`config.mk`:
```
export PLATFORM = sky130hd
export DESIGN_NAME = cfg_reg_top
export DESIGN_NICKNAME = d
export VERILOG_FILES = /design/src/inc/cfg_pkg.sv /design/src/inc/cfg_lat_if.sv /design/src/design/cfg_lat_table.sv /design/src/design/cfg_reg_top.sv
export VERILOG_INCLUDE_DIRS = /design/src /design/src/inc
export SDC_FILE = /design/constraint.sdc
export NUM_CORES = 1
export LEC_CHECK = 0
export BUFFER_PORTS_ARGS = -buffer_cell sky130_fd_sc_hd__buf_2
export CAP_MARGIN = 5
export CORE_UTILIZATION = 59
export CTS_CLUSTER_DIAMETER = 80
export DETAILED_ROUTE_END_ITERATION = 6
export GPL_ROUTABILITY_DRIVEN = 0
export PLACE_DENSITY_LB_ADDON = 0.2
export SLEW_MARGIN = 20
export SYNTH_ARGS = -nofsm -noshare
export SYNTH_HDL_FRONTEND = slang
export SYNTH_HIERARCHICAL = 1
export SYNTH_SLANG_ARGS = --single-unit
```
`constraint.sdc`:
```
create_clock -name clk -period 2.6 [get_ports clk]
set_input_delay 0.65 -clock clk [delete_from_list [all_inputs] [get_ports clk]]
set_output_delay 0.65 -clock clk [all_outputs]
set_load 0.01 [all_outputs]
```
`src/inc/cfg_defines.svh`:
```
// Constants for the configuration register one block
`ifndef CFG_DEFINES_SVH
`define CFG_DEFINES_SVH

// Command opcodes
`define CFG_OP_WRR      8'h01
`define CFG_OP_WRDI     8'h04
`define CFG_OP_RDSR     8'h05
`define CFG_OP_WREN     8'h06
`define CFG_OP_CLSR     8'h30
`define CFG_OP_RDCR     8'h35
`define CFG_OP_RESET    8'hf0
`define CFG_OP_READ3    8'h03
`define CFG_OP_READ4    8'h13
`define CFG_OP_FR3      8'h0b
`define CFG_OP_FR4      8'h0c
`define CFG_OP_DOR3     8'h3b
`define CFG_OP_DOR4     8'h3c
`define CFG_OP_QOR3     8'h6b
`define CFG_OP_QOR4     8'h6c
`define CFG_OP_DIO3     8'hbb
`define CFG_OP_DIO4     8'hbc
`define CFG_OP_QIO3     8'heb
`define CFG_OP_QIO4     8'hec
`define CFG_OP_DFR3     8'h0d
`define CFG_OP_DFR4     8'h0e
`define CFG_OP_DDIO3    8'hbd
`define CFG_OP_DDIO4    8'hbe
`define CFG_OP_DQIO3    8'hed
`define CFG_OP_DQIO4    8'hee

// Configuration register one field positions
`define CFG_CR_FREEZE   0
`define CFG_CR_QUAD     1
`define CFG_CR_PARAMETER_SECTOR_LOCATION   2
`define CFG_CR_PROTECT_BITS_VOLATILITY     3
`define CFG_CR_PROTECT_ORIGIN_SELECT   5
`define CFG_CR_LC_LO    6
`define CFG_CR_LC_HI    7
// Status register one field positions
`define CFG_SR_WEL      1
`define CFG_SR_BP_LO    2
`define CFG_SR_BP_HI    4
`define CFG_SR_PERR     6

// Reset values
`define CFG_CR1_RST     8'h00
`define CFG_BP_RST      3'h0
`define CFG_BP_VOL_RST  3'h7

// Synchronised pin slots
`define CFG_PIN_SCK     0
`define CFG_PIN_CS      1
`define CFG_PIN_SI      2
`define CFG_PIN_WP      3
`define CFG_PIN_HOLD    4
`define CFG_PIN_HWR     5
`define CFG_PIN_RST     6'h3a

// Dummy counts per latency code, nibble index = code value
`define CFG_DUM_READ    16'h0000
`define CFG_DUM_FR      16'h0888
`define CFG_DUM_DIO     16'h0210
`define CFG_DUM_QIO     16'h1544
`define CFG_DUM_DFR     16'h1542
`define CFG_DUM_DDIO    16'h2654
`define CFG_DUM_DQIO    16'h3876
// Mode cycle counts
`define CFG_MODE_NONE   3'h0
`define CFG_MODE_DIO    3'h4
`define CFG_MODE_QIO    3'h2
`define CFG_MODE_DFR    3'h4
`define CFG_MODE_DDIO   3'h2
`define CFG_MODE_DQIO   3'h1

`endif

```
`src/inc/cfg_pkg.sv`:
```
// Types for the configuration register one block
package cfg_pkg;

    typedef enum logic [4:0] {
        ST_IDLE = 5'h01,
        ST_OPC  = 5'h02,
        ST_WDAT = 5'h04,
        ST_RDAT = 5'h08,
        ST_SKIP = 5'h10
    } cfg_state_e_t;

    typedef struct packed {
        logic [5:0]   s0;
        logic [5:0]   s1;
        logic [5:0]   s2;
        logic [5:0]   filt;
        cfg_state_e_t st;
        logic [2:0]   bitc;
        logic [7:0]   sh;
        logic [7:0]   op;
        logic [1:0]   nbytes;
        logic [7:0]   sr_new;
        logic [7:0]   cr_new;
        logic         lat_req;
        logic         so;
        logic         so_oe;
        logic         wel;
        logic         perr;
        logic [2:0]   bp;
        logic [1:0]   lc;
        logic         protect_origin_select;
        logic         protect_bits_volatility;
        logic         parameter_sector_location;
        logic         quad;
        logic         freeze;
    } cfg_top_state_t;

    typedef struct packed {
        logic       valid;
        logic [2:0] mode;
        logic [3:0] dummy;
    } cfg_lat_state_t;

endpackage

```
`src/inc/cfg_lat_if.sv`:
```
// Latency lookup request and answer between the front end and the table
`timescale 1ns/1ns
`default_nettype none
interface cfg_lat_if;
    logic [7:0] opcode;
    logic [1:0] lc;
    logic       req;
    logic       valid;
    logic [2:0] mode;
    logic [3:0] dummy;
    modport req_side (output opcode, output lc, output req, input valid, input mode, input dummy);
    modport tbl_side (input opcode, input lc, input req, output valid, output mode, output dummy);
endinterface
`default_nettype wire

```
`src/design/cfg_lat_table.sv`:
```
// Mode and dummy cycle table for the enhanced read commands
`timescale 1ns/1ns
`default_nettype none
`include "cfg_defines.svh"
module cfg_lat_table (
    input  wire logic   clk,  // System clock
    input  wire logic   rst_n, // Synchronous reset, active low
    cfg_lat_if.tbl_side lat   // Lookup request and answer
);
    cfg_pkg::cfg_lat_state_t q;
    cfg_pkg::cfg_lat_state_t d;

    function automatic logic [7:0] lat_lookup(input logic [7:0] op, input logic [1:0] lc);
        logic [15:0] tbl;
        logic [2:0]  mode;
        logic        ok;
        tbl  = `CFG_DUM_READ;
        mode = `CFG_MODE_NONE;
        ok   = 1'b1;
        case (op)
            `CFG_OP_READ3, `CFG_OP_READ4: tbl = `CFG_DUM_READ;
            `CFG_OP_FR3, `CFG_OP_FR4, `CFG_OP_DOR3, `CFG_OP_DOR4,
            `CFG_OP_QOR3, `CFG_OP_QOR4: tbl = `CFG_DUM_FR;
            `CFG_OP_DIO3, `CFG_OP_DIO4: begin
                tbl  = `CFG_DUM_DIO;
                mode = `CFG_MODE_DIO;
            end
            `CFG_OP_QIO3, `CFG_OP_QIO4: begin
                tbl  = `CFG_DUM_QIO;
                mode = `CFG_MODE_QIO;
            end
            `CFG_OP_DFR3, `CFG_OP_DFR4: begin
                tbl  = `CFG_DUM_DFR;
                mode = `CFG_MODE_DFR;
            end
            `CFG_OP_DDIO3, `CFG_OP_DDIO4: begin
                tbl  = `CFG_DUM_DDIO;
                mode = `CFG_MODE_DDIO;
            end
            `CFG_OP_DQIO3, `CFG_OP_DQIO4: begin
                tbl  = `CFG_DUM_DQIO;
                mode = `CFG_MODE_DQIO;
            end
            default: ok = 1'b0;
        endcase
        return {ok, mode, tbl[{lc, 2'b00} +: 4]};
    endfunction

    always_comb begin
        d = q;
        if (lat.req) begin
            d = lat_lookup(lat.opcode, lat.lc);
        end
    end

    always_ff @(posedge clk) begin
        if (!rst_n) begin
            q <= '0;
        end else begin
            q <= d;
        end
    end

    assign lat.valid = q.valid;
    assign lat.mode  = q.mode;
    assign lat.dummy = q.dummy;

    a_fast_code3: assert property (@(posedge clk) disable iff (!rst_n)
        lat.req && lat.opcode == `CFG_OP_QOR3 && lat.lc == 2'h3 |=> lat.mode == 3'h0 && lat.dummy == 4'h0)
        else $error("quad out read code 11 latency wrong");
    a_fast_other: assert property (@(posedge clk) disable iff (!rst_n)
        lat.req && lat.opcode == `CFG_OP_FR3 && lat.lc != 2'h3 |=> lat.valid && lat.dummy == 4'h8)
        else $error("fast read needs 8 dummy cycles");
    a_qio_latency: assert property (@(posedge clk) disable iff (!rst_n)
        lat.req && lat.opcode == `CFG_OP_QIO3 |=> lat.mode == 3'h2 &&
        lat.dummy == ($past(lat.lc) == 2'h3 ? 4'h1 : ($past(lat.lc) == 2'h2 ? 4'h5 : 4'h4)))
        else $error("quad io read latency wrong");
    a_dio_latency: assert property (@(posedge clk) disable iff (!rst_n)
        lat.req && lat.opcode == `CFG_OP_DIO4 && lat.lc == 2'h2 |=> lat.mode == 3'h4 && lat.dummy == 4'h2)
        else $error("dual io read latency wrong");
    a_ddr_fast: assert property (@(posedge clk) disable iff (!rst_n)
        lat.req && lat.opcode == `CFG_OP_DFR3 && lat.lc == 2'h2 |=> lat.mode == 3'h4 && lat.dummy == 4'h5)
        else $error("ddr fast read latency wrong");
    a_ddr_quad: assert property (@(posedge clk) disable iff (!rst_n)
        lat.req && lat.opcode == `CFG_OP_DQIO3 && lat.lc == 2'h0 |=> lat.mode == 3'h1 && lat.dummy == 4'h6)
        else $error("ddr quad io read latency wrong");
endmodule
`default_nettype wire

```
`src/design/cfg_reg_top.sv`:
```
// Configuration register one: serial command slave, protection, quad and freeze logic
`timescale 1ns/1ns
`default_nettype none
`include "cfg_defines.svh"
module cfg_reg_top #(
    parameter bit       ENHANCED  = 1'b1,            // Enhanced latency tables
    parameter bit       UNIFORM   = 1'b0,            // Uniform 256-KB sector build
    parameter bit [7:0] NV_CR1    = `CFG_CR1_RST,    // Stored non-volatile configuration
    parameter bit [2:0] NV_BP     = `CFG_BP_RST      // Stored non-volatile block protect
) (
    input  wire logic       clk,                 // System clock, 25 MHz
    input  wire logic       rst_n,               // Power-on reset, synchronous, active low
    input  wire logic       sck,                 // Serial clock pin
    input  wire logic       cs_n,                // Chip select pin, active low
    input  wire logic       si,                  // Serial data in pin
    input  wire logic       wp_n,                // Write-protect pin or quad_data_line_2
    input  wire logic       hold_n,              // Pause pin or quad_data_line_3
    input  wire logic       hw_reset_n,          // Hardware reset pin, active low
    output logic            so,                  // Serial data out
    output logic            so_oe,               // Serial data out enable
    output logic            wp_n_eff,            // Write-protect function seen inside
    output logic            hold_n_eff,          // Pause function seen inside
    output logic [1:0]      latency_code,        // Latency code field
    output logic            protect_from_bottom, // Protected region starts at zero
    output logic [2:0]      block_protect_bits,  // Block-protect bits
    output logic            bp_volatile,         // Block-protect bits are volatile
    output logic            param_at_top,        // Small sectors at top of array
    output logic            quad_mode,           // Four-bit data width
    output logic            freeze_lock,         // Protection and OTP locked
    output logic            prog_error,          // Program error flag
    output logic            write_enable,        // Write enable latch
    output logic [7:0]      rd_opcode,           // Last received opcode
    output logic            rd_valid,            // Opcode is a known read
    output logic [2:0]      rd_mode,             // Mode cycles for that read
    output logic [3:0]      rd_dummy             // Dummy cycles for that read
);
    if (ENHANCED != 1'b1) begin : g_check
        $error("only the enhanced latency tables are built");
    end

    cfg_pkg::cfg_top_state_t q;
    cfg_pkg::cfg_top_state_t d;
    cfg_lat_if               lat_bus ();

    logic [5:0] pins;
    logic [5:0] agree;
    logic [5:0] rise;
    logic [5:0] fall;
    logic       sck_rise;
    logic       sck_fall;
    logic       hw_rst;
    logic [7:0] nb;
    logic [7:0] sr_val;
    logic [7:0] cr_val;
    logic       exec;
    logic       do_write;
    logic       otp_fail;
    logic       perr_set;
    logic       perr_clr;
    logic       soft_rst;

    assign pins     = {hw_reset_n, hold_n, wp_n, si, cs_n, sck};
    assign agree    = ~(q.s1 ^ q.s2);
    assign rise     = agree & q.s1 & ~q.filt;
    assign fall     = agree & ~q.s1 & q.filt;
    assign sck_rise = rise[`CFG_PIN_SCK] & ~q.filt[`CFG_PIN_CS];
    assign sck_fall = fall[`CFG_PIN_SCK] & ~q.filt[`CFG_PIN_CS];
    assign hw_rst   = ~q.filt[`CFG_PIN_HWR];
    assign nb       = {q.sh[6:0], q.s2[`CFG_PIN_SI]};
    assign sr_val   = {1'b0, q.perr, 1'b0, q.bp, q.wel, 1'b0};
    assign cr_val   = {q.lc, q.protect_origin_select, 1'b0, q.protect_bits_volatility, q.parameter_sector_location, q.quad, q.freeze};
    // Commands act at chip-select release, and only on whole bytes
    assign exec     = rise[`CFG_PIN_CS] & (q.st != cfg_pkg::ST_IDLE) & (q.st != cfg_pkg::ST_OPC)
                      & (q.bitc == 3'h0);
    assign do_write = exec & (q.op == `CFG_OP_WRR) & (q.st == cfg_pkg::ST_WDAT) & (q.nbytes != 2'h0);
    // Frozen origin and parameter bits are ignored rather than failed
    assign otp_fail = do_write & (q.nbytes == 2'h2) &
                      ((q.protect_bits_volatility & ~q.cr_new[`CFG_CR_PROTECT_BITS_VOLATILITY]) |
                       (~q.freeze & ((q.protect_origin_select & ~q.cr_new[`CFG_CR_PROTECT_ORIGIN_SELECT]) |
                                     (q.parameter_sector_location & ~q.cr_new[`CFG_CR_PARAMETER_SECTOR_LOCATION]))));
    assign perr_set = otp_fail;
    assign perr_clr = exec & ((q.op == `CFG_OP_CLSR) | (q.op == `CFG_OP_RESET));
    assign soft_rst = exec & (q.op == `CFG_OP_RESET);

    always_comb begin
        d         = q;
        d.s0      = pins;
        d.s1      = q.s0;
        d.s2      = q.s1;
        d.lat_req = 1'b0;
        for (int i = 0; i < 6; i++) begin
            if (q.s1[i] == q.s2[i]) begin
                d.filt[i] = q.s1[i];
            end
        end
        if (fall[`CFG_PIN_CS]) begin
            d.st     = cfg_pkg::ST_OPC;
            d.bitc   = 3'h0;
            d.nbytes = 2'h0;
        end else if (rise[`CFG_PIN_CS]) begin
            d.st = cfg_pkg::ST_IDLE;
        end else if (sck_rise) begin
            d.bitc = q.bitc + 3'h1;
            if (q.st != cfg_pkg::ST_RDAT) begin
                d.sh = nb;
            end
            if (q.bitc == 3'h7) begin
                unique case (q.st)
                    cfg_pkg::ST_IDLE: begin
                    end
                    cfg_pkg::ST_OPC: begin
                        d.op      = nb;
                        d.lat_req = 1'b1;
                        d.st      = cfg_pkg::ST_SKIP;
                        if (nb == `CFG_OP_WRR && q.wel) begin
                            d.st = cfg_pkg::ST_WDAT;
                        end else if (nb == `CFG_OP_RDSR) begin
                            d.st = cfg_pkg::ST_RDAT;
                            d.sh = sr_val;
                        end else if (nb == `CFG_OP_RDCR) begin
                            d.st = cfg_pkg::ST_RDAT;
                            d.sh = cr_val;
                        end
                    end
                    cfg_pkg::ST_WDAT: begin
                        if (q.nbytes == 2'h0) begin
                            d.sr_new = nb;
                        end else if (q.nbytes == 2'h1) begin
                            d.cr_new = nb;
                        end
                        if (q.nbytes != 2'h2) begin
                            d.nbytes = q.nbytes + 2'h1;
                        end
                    end
                    cfg_pkg::ST_RDAT: begin
                        d.sh = (q.op == `CFG_OP_RDSR) ? sr_val : cr_val;
                    end
                    cfg_pkg::ST_SKIP: begin
                    end
                endcase
            end
        end else if (sck_fall && q.st == cfg_pkg::ST_RDAT) begin
            d.so = q.sh[7];
            d.sh = {q.sh[6:0], 1'b0};
        end
        d.so_oe = (d.st == cfg_pkg::ST_RDAT);

        if (exec && q.op == `CFG_OP_WREN) begin
            d.wel = 1'b1;
        end
        if (exec && q.op == `CFG_OP_WRDI) begin
            d.wel = 1'b0;
        end
        if (do_write) begin
            d.wel = 1'b0;
            if (!otp_fail) begin
                if (!q.freeze) begin
                    d.bp = q.sr_new[`CFG_SR_BP_HI:`CFG_SR_BP_LO];
                end
                if (q.nbytes == 2'h2) begin
                    d.lc   = q.cr_new[`CFG_CR_LC_HI:`CFG_CR_LC_LO];
                    d.quad = q.cr_new[`CFG_CR_QUAD];
                    d.protect_bits_volatility = q.protect_bits_volatility | q.cr_new[`CFG_CR_PROTECT_BITS_VOLATILITY];
                    if (!q.freeze) begin
                        d.protect_origin_select = q.cr_new[`CFG_CR_PROTECT_ORIGIN_SELECT];
                        d.parameter_sector_location = q.cr_new[`CFG_CR_PARAMETER_SECTOR_LOCATION];
                    end
                    // Old freeze guards this write; new freeze lands with the rest
                    d.freeze = q.freeze | q.cr_new[`CFG_CR_FREEZE];
                end
            end
        end
        d.perr = (q.perr & ~perr_clr) | perr_set;
        if (soft_rst) begin
            d.wel = 1'b0;
            if (q.protect_bits_volatility) begin
                d.bp = `CFG_BP_VOL_RST;
            end
        end
        if (hw_rst) begin
            d.st     = cfg_pkg::ST_IDLE;
            d.so_oe  = 1'b0;
            d.wel    = 1'b0;
            d.perr   = 1'b0;
            d.freeze = 1'b0;
            if (q.protect_bits_volatility) begin
                d.bp = `CFG_BP_VOL_RST;
            end
        end
    end

    always_ff @(posedge clk) begin
        if (!rst_n) begin
            q        <= '0;
            // All three stages start at the idle pin levels, so no false edge follows reset
            q.s0     <= `CFG_PIN_RST;
            q.s1     <= `CFG_PIN_RST;
            q.s2     <= `CFG_PIN_RST;
            q.filt   <= `CFG_PIN_RST;
            q.st     <= cfg_pkg::ST_IDLE;
            q.lc     <= NV_CR1[`CFG_CR_LC_HI:`CFG_CR_LC_LO];
            q.protect_origin_select <= NV_CR1[`CFG_CR_PROTECT_ORIGIN_SELECT];
            q.protect_bits_volatility   <= NV_CR1[`CFG_CR_PROTECT_BITS_VOLATILITY];
            q.parameter_sector_location <= NV_CR1[`CFG_CR_PARAMETER_SECTOR_LOCATION];
            q.quad   <= NV_CR1[`CFG_CR_QUAD];
            q.bp     <= NV_CR1[`CFG_CR_PROTECT_BITS_VOLATILITY] ? `CFG_BP_VOL_RST : NV_BP;
        end else begin
            q <= d;
        end
    end

    assign lat_bus.req    = q.lat_req;
    assign lat_bus.opcode = q.op;
    assign lat_bus.lc     = q.lc;

    cfg_lat_table u_table (
        .clk   (clk),
        .rst_n (rst_n),
        .lat   (lat_bus)
    );

    assign so                  = q.so;
    assign so_oe               = q.so_oe;
    assign wp_n_eff            = q.quad | q.filt[`CFG_PIN_WP];
    assign hold_n_eff          = q.quad | q.filt[`CFG_PIN_HOLD];
    assign latency_code        = q.lc;
    assign protect_from_bottom = q.protect_origin_select;
    assign block_protect_bits  = q.bp;
    assign bp_volatile         = q.protect_bits_volatility;
    assign param_at_top        = q.parameter_sector_location & ~UNIFORM;
    assign quad_mode           = q.quad;
    assign freeze_lock         = q.freeze;
    assign prog_error          = q.perr;
    assign write_enable        = q.wel;
    assign rd_opcode           = q.op;
    assign rd_valid            = lat_bus.valid;
    assign rd_mode             = lat_bus.mode;
    assign rd_dummy            = lat_bus.dummy;

    a_quad_pins: assert property (@(posedge clk) disable iff (!rst_n)
        q.quad && $past(q.quad) && !$past(q.filt[`CFG_PIN_WP]) |-> wp_n_eff && hold_n_eff)
        else $error("quad mode must hold pin functions high");
    a_freeze_stays: assert property (@(posedge clk) disable iff (!rst_n)
        q.freeze && q.filt[`CFG_PIN_HWR] |=> q.freeze)
        else $error("freeze cleared without hardware reset");
    a_bp_frozen: assert property (@(posedge clk) disable iff (!rst_n)
        q.freeze && q.filt[`CFG_PIN_HWR] && !q.protect_bits_volatility |=> $stable(q.bp) && $stable(q.protect_origin_select) && $stable(q.parameter_sector_location))
        else $error("frozen field changed");
    a_otp_sticky: assert property (@(posedge clk) disable iff (!rst_n)
        q.protect_bits_volatility || q.protect_origin_select |=> (q.protect_bits_volatility || !$past(q.protect_bits_volatility)) && (q.protect_origin_select || !$past(q.protect_origin_select)))
        else $error("one-time bit returned to zero");
    a_perr_on_fail: assert property (@(posedge clk) disable iff (!rst_n)
        otp_fail |=> q.perr && $stable(q.lc))
        else $error("failed write not flagged or not refused");
    a_bp_reload: assert property (@(posedge clk) disable iff (!rst_n)
        hw_rst && q.protect_bits_volatility |=> q.bp == 3'h7 && !q.freeze)
        else $error("volatile protect bits not reloaded");
    a_uniform_param: assert property (@(posedge clk) disable iff (!rst_n)
        UNIFORM |-> !param_at_top)
        else $error("parameter bit active in uniform build");
    a_freeze_joint: assert property (@(posedge clk) disable iff (!rst_n)
        do_write && !otp_fail && !hw_rst && q.nbytes == 2'h2 && q.cr_new[0] |=>
        q.freeze && q.lc == $past(q.cr_new[7:6]) && q.quad == $past(q.cr_new[1]))
        else $error("freeze not applied with the other bits");
endmodule
`default_nettype wire

```
; ---- Yosys cells after proc, flatten, opt, wreduce, memory -nomap -nowiden
; Cells that the tools add are included.
[word_totals]
register_bits = 88
in_bits = 8
output_inout_bits = 32
word_cells = 195
[op_classes]
n_addsub = 2
n_eq_ne = 43
shift = 1
mux = 42
n_bitwise = 47
reduce_logical = 30
[ops]
columns = operator, n
row1 = 8-bit 2-to-1 mux, 13
row2 = 14-bit case mux with 6 select lines, 1
row3 = 8-bit == test (second input constant), 9
row4 = 39-bit 2-to-1 mux, 1
row5 = 35-bit 2-to-1 mux, 1
row6 = 8-bit by 3-bit == test with 1-bit output (second input constant), 4
row7 = 8-bit by 4-bit == test with 1-bit output (second input constant), 4
row8 = 8-bit by 6-bit == test with 1-bit output (second input constant), 4
row9 = 5-bit 2-to-1 mux, 6
row10 = 27-bit 2-to-1 mux, 1
row11 = 10-bit 2-to-1 mux, 2
row12 = 18-bit 2-to-1 mux, 1
row13 = 18-bit OR reduction, 1
row14 = 1-bit bitwise AND, 17
row15 = 8-bit by 1-bit == test with 1-bit output (second input constant), 2
row16 = 8-bit by 7-bit == test with 1-bit output (second input constant), 2
row17 = 16-bit 2-to-1 mux, 1
row18 = 8-bit case mux with 2 select lines, 1
row19 = 16-bit by 5-bit variable part select with 4-bit output, 1
row20 = 3-bit 2-to-1 mux, 5
row21 = 1-bit inverter, 14
row22 = 2-bit OR reduction, 6
row23 = 5-bit by 4-bit == test with 1-bit output (second input constant), 2
row24 = 5-bit AND reduction, 2
row25 = other kinds (34), 64

; ---- Depth between registers and ports, before layout
[logic_depth]
ltp_word = 18
ltp_mapped = 9
depth_no_buf = 8

; ---- By module
; The synthesis kept the hierarchy.
[by_module_without_submodules]
columns = mod, instances, cells_each, area_per_inst_um2, seq_area_each_um2
row1 = cfg_reg_top, 1, 398, 3439.5, 1481.4
row2 = cfg_lat_table, 1, 85, 723.2, 160.2

; ---- Least setup slack after synthesis
; OpenSTA, ideal clock, no wires.
[synth_path]
path_kind = register to register
start = register q[64] (netlist name)
end = register q, in the netlist block_protect_bits[0]
setup_time_ns = 0.119
arrival_time_ns = 1.859
required_time_ns = 2.481
path_slack_ns = 0.622
path_stages_with_launch = 10
path_buffers = 2
period_less_slack_ns = 1.978
cell_sequence = dfxtp_1 -> ha_1 -> buf_2 -> and4bb_1 -> o41ai_1 -> or3_1 -> buf_2 -> nor3_4 -> mux2i_1 -> o21ai_1
[synth_between]
elab_chain_cells = 18
word_cells_on_any_way = 19
cone_classes = mux: 6 / bitwise: 13
[synth_rtl]
columns = item, line_no
row1 = start: declaration, cfg_reg_top.sv:41  ; cfg_pkg::cfg_top_state_t q;
row2 = 2-bit bitwise XOR *, cfg_reg_top.sv:63  ; assign agree = ~(q.s1 ^ q.s2);
row3 = 2-bit inverter *, cfg_reg_top.sv:63
row4 = 2-bit bitwise AND * (2 in series), cfg_reg_top.sv:64  ; assign rise = agree & q.s1 & ~q.filt;
row5 = 1-bit bitwise AND * (3 in series), cfg_reg_top.sv:73  ; assign exec = rise[`CFG_PIN_CS] & (q.st != cfg_pkg::ST_IDLE) & (q.st != cfg_pkg::ST_OPC)
row6 = 1-bit bitwise AND (3 in series), cfg_reg_top.sv:75  ; assign do_write = exec & (q.op == `CFG_OP_WRR) & (q.st == cfg_pkg::ST_WDAT) & (q.nbytes != 2'h0);
row7 = 1-bit bitwise AND (2 in series), cfg_reg_top.sv:77  ; assign otp_fail = do_write & (q.nbytes == 2'h2) &
row8 = 10-bit 2-to-1 mux, cfg_reg_top.sv:156  ; if (!otp_fail) begin
row9 = 10-bit 2-to-1 mux, cfg_reg_top.sv:154  ; if (do_write) begin
row10 = 3-bit 2-to-1 mux, cfg_reg_top.sv:176  ; if (q.protect_bits_volatility) begin
row11 = 3-bit 2-to-1 mux *, cfg_reg_top.sv:174  ; if (soft_rst) begin
row12 = 3-bit 2-to-1 mux, cfg_reg_top.sv:186  ; if (q.protect_bits_volatility) begin
row13 = 3-bit 2-to-1 mux *, cfg_reg_top.sv:180  ; if (hw_rst) begin
; Mark *: on every way between the ends. The rest lies on a longest branch, timed or not.
; A chain may end at the register's enable or synchronous reset.

; ---- Worst setup path after layout
[layout_path]
start = register q[64] (netlist name)
end = register q, in the netlist block_protect_bits[1]
; The elaborated chain is that of the path after synthesis.

==> flow_summary.yaml <==
critical_path:
  cp-start-kind: "flip-flop"
  setup.worst_path.end_class: "flip-flop"
  worstPathRequired_ns: 2.84
  critPathArrivalTime_ns: 2.55
  crit_type: "reg2reg"
  crit_path_max_fanout: 9
timing:
  max-slew-margin-rel_pct: 51.9
  worst_clock_skew_ns: 0.00920
  worst-slew-pin-transition_ns: 0.721
  max_clock_freq_mhz: 433
  setup_violations: 0
  post-route-period-util_pct: 88.8
  rsz0062_at_grt: "no"
  final-hold-violation-count: 0
  final-max-slew-violation-count: 0
  setup-tns-final_ns: 0
  timing.final.crit_period_ns: 2.31
floorplanning:
  die_area_mm2: 0.00740
  core.rowCount: 30
  initial_core_util_pct: 61.3
  core_area_mm2: 0.00679
  die-height_um: 86.0
  floorplan.die.width_um: 86.0
  floorplan.io_pins: 40
layout:
  mostFrequentLayoutCell: "sky130_fd_sc_hd__dfxtp_1"
  final_net_count: 529
  postLayoutCoreUtil_pct: 67.5
  layout.cells.most_common_list: "82 x sky130_fd_sc_hd__dfxtp_1, 55 x sky130_fd_sc_hd__nor2_1, 53 x sky130_fd_sc_hd__nand2_1, 39 x sky130_fd_sc_hd__buf_2, 32 x sky130_fd_sc_hd__a21oi_1"
  post_route_cells_drive_above_1_share_pct: 16.7
  synthesis_to_finish_area_growth_pct: 10.2
  antenna-diode-count: 0
detailed_routing:
  drt_iter0_markers: 404
  drt_wl_total_um: 9820
  via_per_inst: 5.99
  antenna_violating_nets_post_route: 0
  vias: 3666
  drt-wirelength-per-cell_um: 16.0
  detail_route.drc_violations: 0
  dr.pass1.iters: 5
clock_network:
  post_cts.repair.setup_buffers: 0
  numClockSinks: 82
  post_cts_resize_count: 0
  clock_insertion_delay_worst_skew_ns: 0.35
  clk_transition_reported_paths_ns: 0.09
  cts_tree: "done"
  hold_buffers: 0
  ctsLongestPathBuffers: 2
  cts_root_buffer: "sky130_fd_sc_hd__clkbuf_8"
  cts-htree-levels: 3
  number_of_buffers_added_by_the_clock_tree_synthesis_step: 9
global_route:
  grt_antenna_before_repair: 0
  first_global_vias: 3241
  grt.total_usage_pct: 27.7
  grt_first_pass_wirelength_um: 16100
  grt_start_max_net_pins: 23
  grt_overflow_total: 0
yosys:
  sequential_cell_area_fraction_in_the_yosys_report_pct: 39.4
  largest_family_of_logic_cells_by_synthesized_area: "simple AND/OR/NAND/NOR gates"
  synth_nets: 501
  asyncSetResetFlopFracSynth_pct: 0
  synthMuxAreaShare_pct: 5.29
  number_of_synthesized_flops_with_an_enable_pin: 0
  synthXorXnorAreaFrac_pct: 1.47
  synth_largest_area_cell: "sky130_fd_sc_hd__dfxtp_1"
  fraction_of_the_mapped_netlist_area_in_compound_gates_pct: 18.4
  synthesis.area_mm2: 0.00416
  post_synth_inst_count: 483
  synth-adder-area-share_pct: 3.25
  post_synth_main_area_contributors: "sky130_fd_sc_hd__dfxtp_1 39%, sky130_fd_sc_hd__mux2i_1 5.3%, sky130_fd_sc_hd__nor2_1 5.0%"
  synth-seq-cells: 82
  post_synth.cell_area_avg_um2: 8.62
  synth.top_cell.area_share_pct: 39.4
  post_synth_and_or_nand_nor_area_fraction_pct: 25.8
  synthDistinctLibCells: 69
  synth-main-ff-cell: "sky130_fd_sc_hd__dfxtp_1"
  ys_warn_count: 6
placement:
  place.port_buffers: 39
  detailedPlacementHpwl_um: 7060
power:
  powerDensity_mw_per_mm2: 502
  p_leak_nw: 1.71
  peakVddDrop_mv: 0.457
worst_hold_path:
  timing.hold.worst.class: "reg2reg"
outcome:
  outcome: "finished clean"
job:
  maxCapViolCount: 0
## final timing paths
kind / startpoint / end / slack (ns) / cells past startpoint
max reg2reg: q[64] / block_protect_bits[1] / 0.29 / 7
max: q[64] / block_protect_bits[1] / 0.29 / 7
min: d[73] / d[67] / 0.42 / 1
min reg2reg: d[73] / d[67] / 0.42 / 1
## synthesized netlist by cell type (2+ instances only)
library cell	n
sky130_fd_sc_hd__dfxtp_1	82
sky130_fd_sc_hd__nor2_1	55
sky130_fd_sc_hd__nand2_1	53
sky130_fd_sc_hd__a21oi_1	32
sky130_fd_sc_hd__mux2i_1	22
sky130_fd_sc_hd__nand2b_1	19
sky130_fd_sc_hd__o21ai_0	18
sky130_fd_sc_hd__inv_1	16
sky130_fd_sc_hd__buf_4	14
sky130_fd_sc_hd__clkbuf_1	14
sky130_fd_sc_hd__nand3_1	11
sky130_fd_sc_hd__nor3_1	11
sky130_fd_sc_hd__ha_1	10
sky130_fd_sc_hd__a22oi_1	7
sky130_fd_sc_hd__a31oi_1	7
sky130_fd_sc_hd__xnor2_1	7
sky130_fd_sc_hd__and2_1	6
sky130_fd_sc_hd__o211ai_1	6
sky130_fd_sc_hd__nand4_1	5
sky130_fd_sc_hd__nand4b_1	5
sky130_fd_sc_hd__o21ai_1	5
sky130_fd_sc_hd__a211oi_1	4
sky130_fd_sc_hd__a221o_1	4
sky130_fd_sc_hd__buf_2	4
sky130_fd_sc_hd__nor4_1	4
sky130_fd_sc_hd__a21o_1	3
sky130_fd_sc_hd__and3_1	3
sky130_fd_sc_hd__nand3b_1	3
sky130_fd_sc_hd__o21a_1	3
sky130_fd_sc_hd__a211o_1	2
sky130_fd_sc_hd__buf_6	2
sky130_fd_sc_hd__nor3_4	2
sky130_fd_sc_hd__nor3b_1	2
sky130_fd_sc_hd__nor4bb_1	2
sky130_fd_sc_hd__o2111ai_1	2
sky130_fd_sc_hd__o22ai_1	2
sky130_fd_sc_hd__o2bb2ai_1	2
sky130_fd_sc_hd__o31ai_1	2
sky130_fd_sc_hd__or2_2	2
## report_power, final
part	switching, W	total (W)	internal, W
combinational	0.0000394	0.0000636	0.0000242
clock	0.000503	0.000966	0.000462
sequential	0.00000852	0.00128	0.00127
## per-stage QoR
stage / hold WS [ns] / power (W) / setup slack, ns / cell area, um^2 / cells
after floorplan: 0.386 / 0.00134 / 0.622 / 4160 / 483
after global placement: 0.387 / 0.00137 / 0.419 / 4380 / 596
after detailed placement: 0.396 / 0.00137 / 0.336 / 4380 / 596
after CTS: 0.418 / 0.00231 / 0.304 / 4590 / 612
after global routing: 0.430 / 0.00238 / 0.163 / 4590 / 612
final: 0.415 / 0.00231 / 0.291 / 4590 / 612
## logic make-up after synthesis
kind of cell	Yosys count
and+or+nand+nor	198
AOI/OAI and AO/OA	112
DFF	82
buffers and inverters	51
muxes	22
adders and majority gates	11
xor gates and xnor gates	7
## flip-flops by register name, summed over array words and instances (netlist names), 2 cells and up
| register | flops |
|---|---|
| d | 12 |
| u_table/lat.mode | 3 |
| nb | 8 |
| q | 31 |
| rd_opcode | 8 |
| block_protect_bits | 3 |
| latency_code | 2 |
| u_table/lat.dummy | 4 |
## critical path, stage by stage (launching register included)
cell and delay, ns:
sky130_fd_sc_hd__dfxtp_1 0.34, sky130_fd_sc_hd__ha_1 0.34, sky130_fd_sc_hd__and4bb_1 0.26, sky130_fd_sc_hd__o41ai_1 0.11, sky130_fd_sc_hd__or3_1 0.54, sky130_fd_sc_hd__nor3_4 0.29, sky130_fd_sc_hd__mux2i_1 0.23, sky130_fd_sc_hd__o21ai_1 0.07
## area by class of cell
type	instances	area (um^2)
Inverter	17	63.8
Sequential cell	82	1640
Timing Repair Buffer	51	298
Clock inverter	7	83.8
Fill cell	551	2210
Multi-Input combinational cell	350	2260
Tap cell	96	120
Clock buffer	9	124
## routing by layer
layer | up-vias | GRT usage (%) | part of all wire, %
met4 | 0 | 7.42 | 1.8
li1 | 1769 | - | -
met2 | 168 | 42.1 | 44
met5 | - | 0 | 0
met3 | 17 | 5.39 | 7.4
met1 | 1712 | 40.0 | 47
Note: power is estimated with default switching activity, not from simulation.
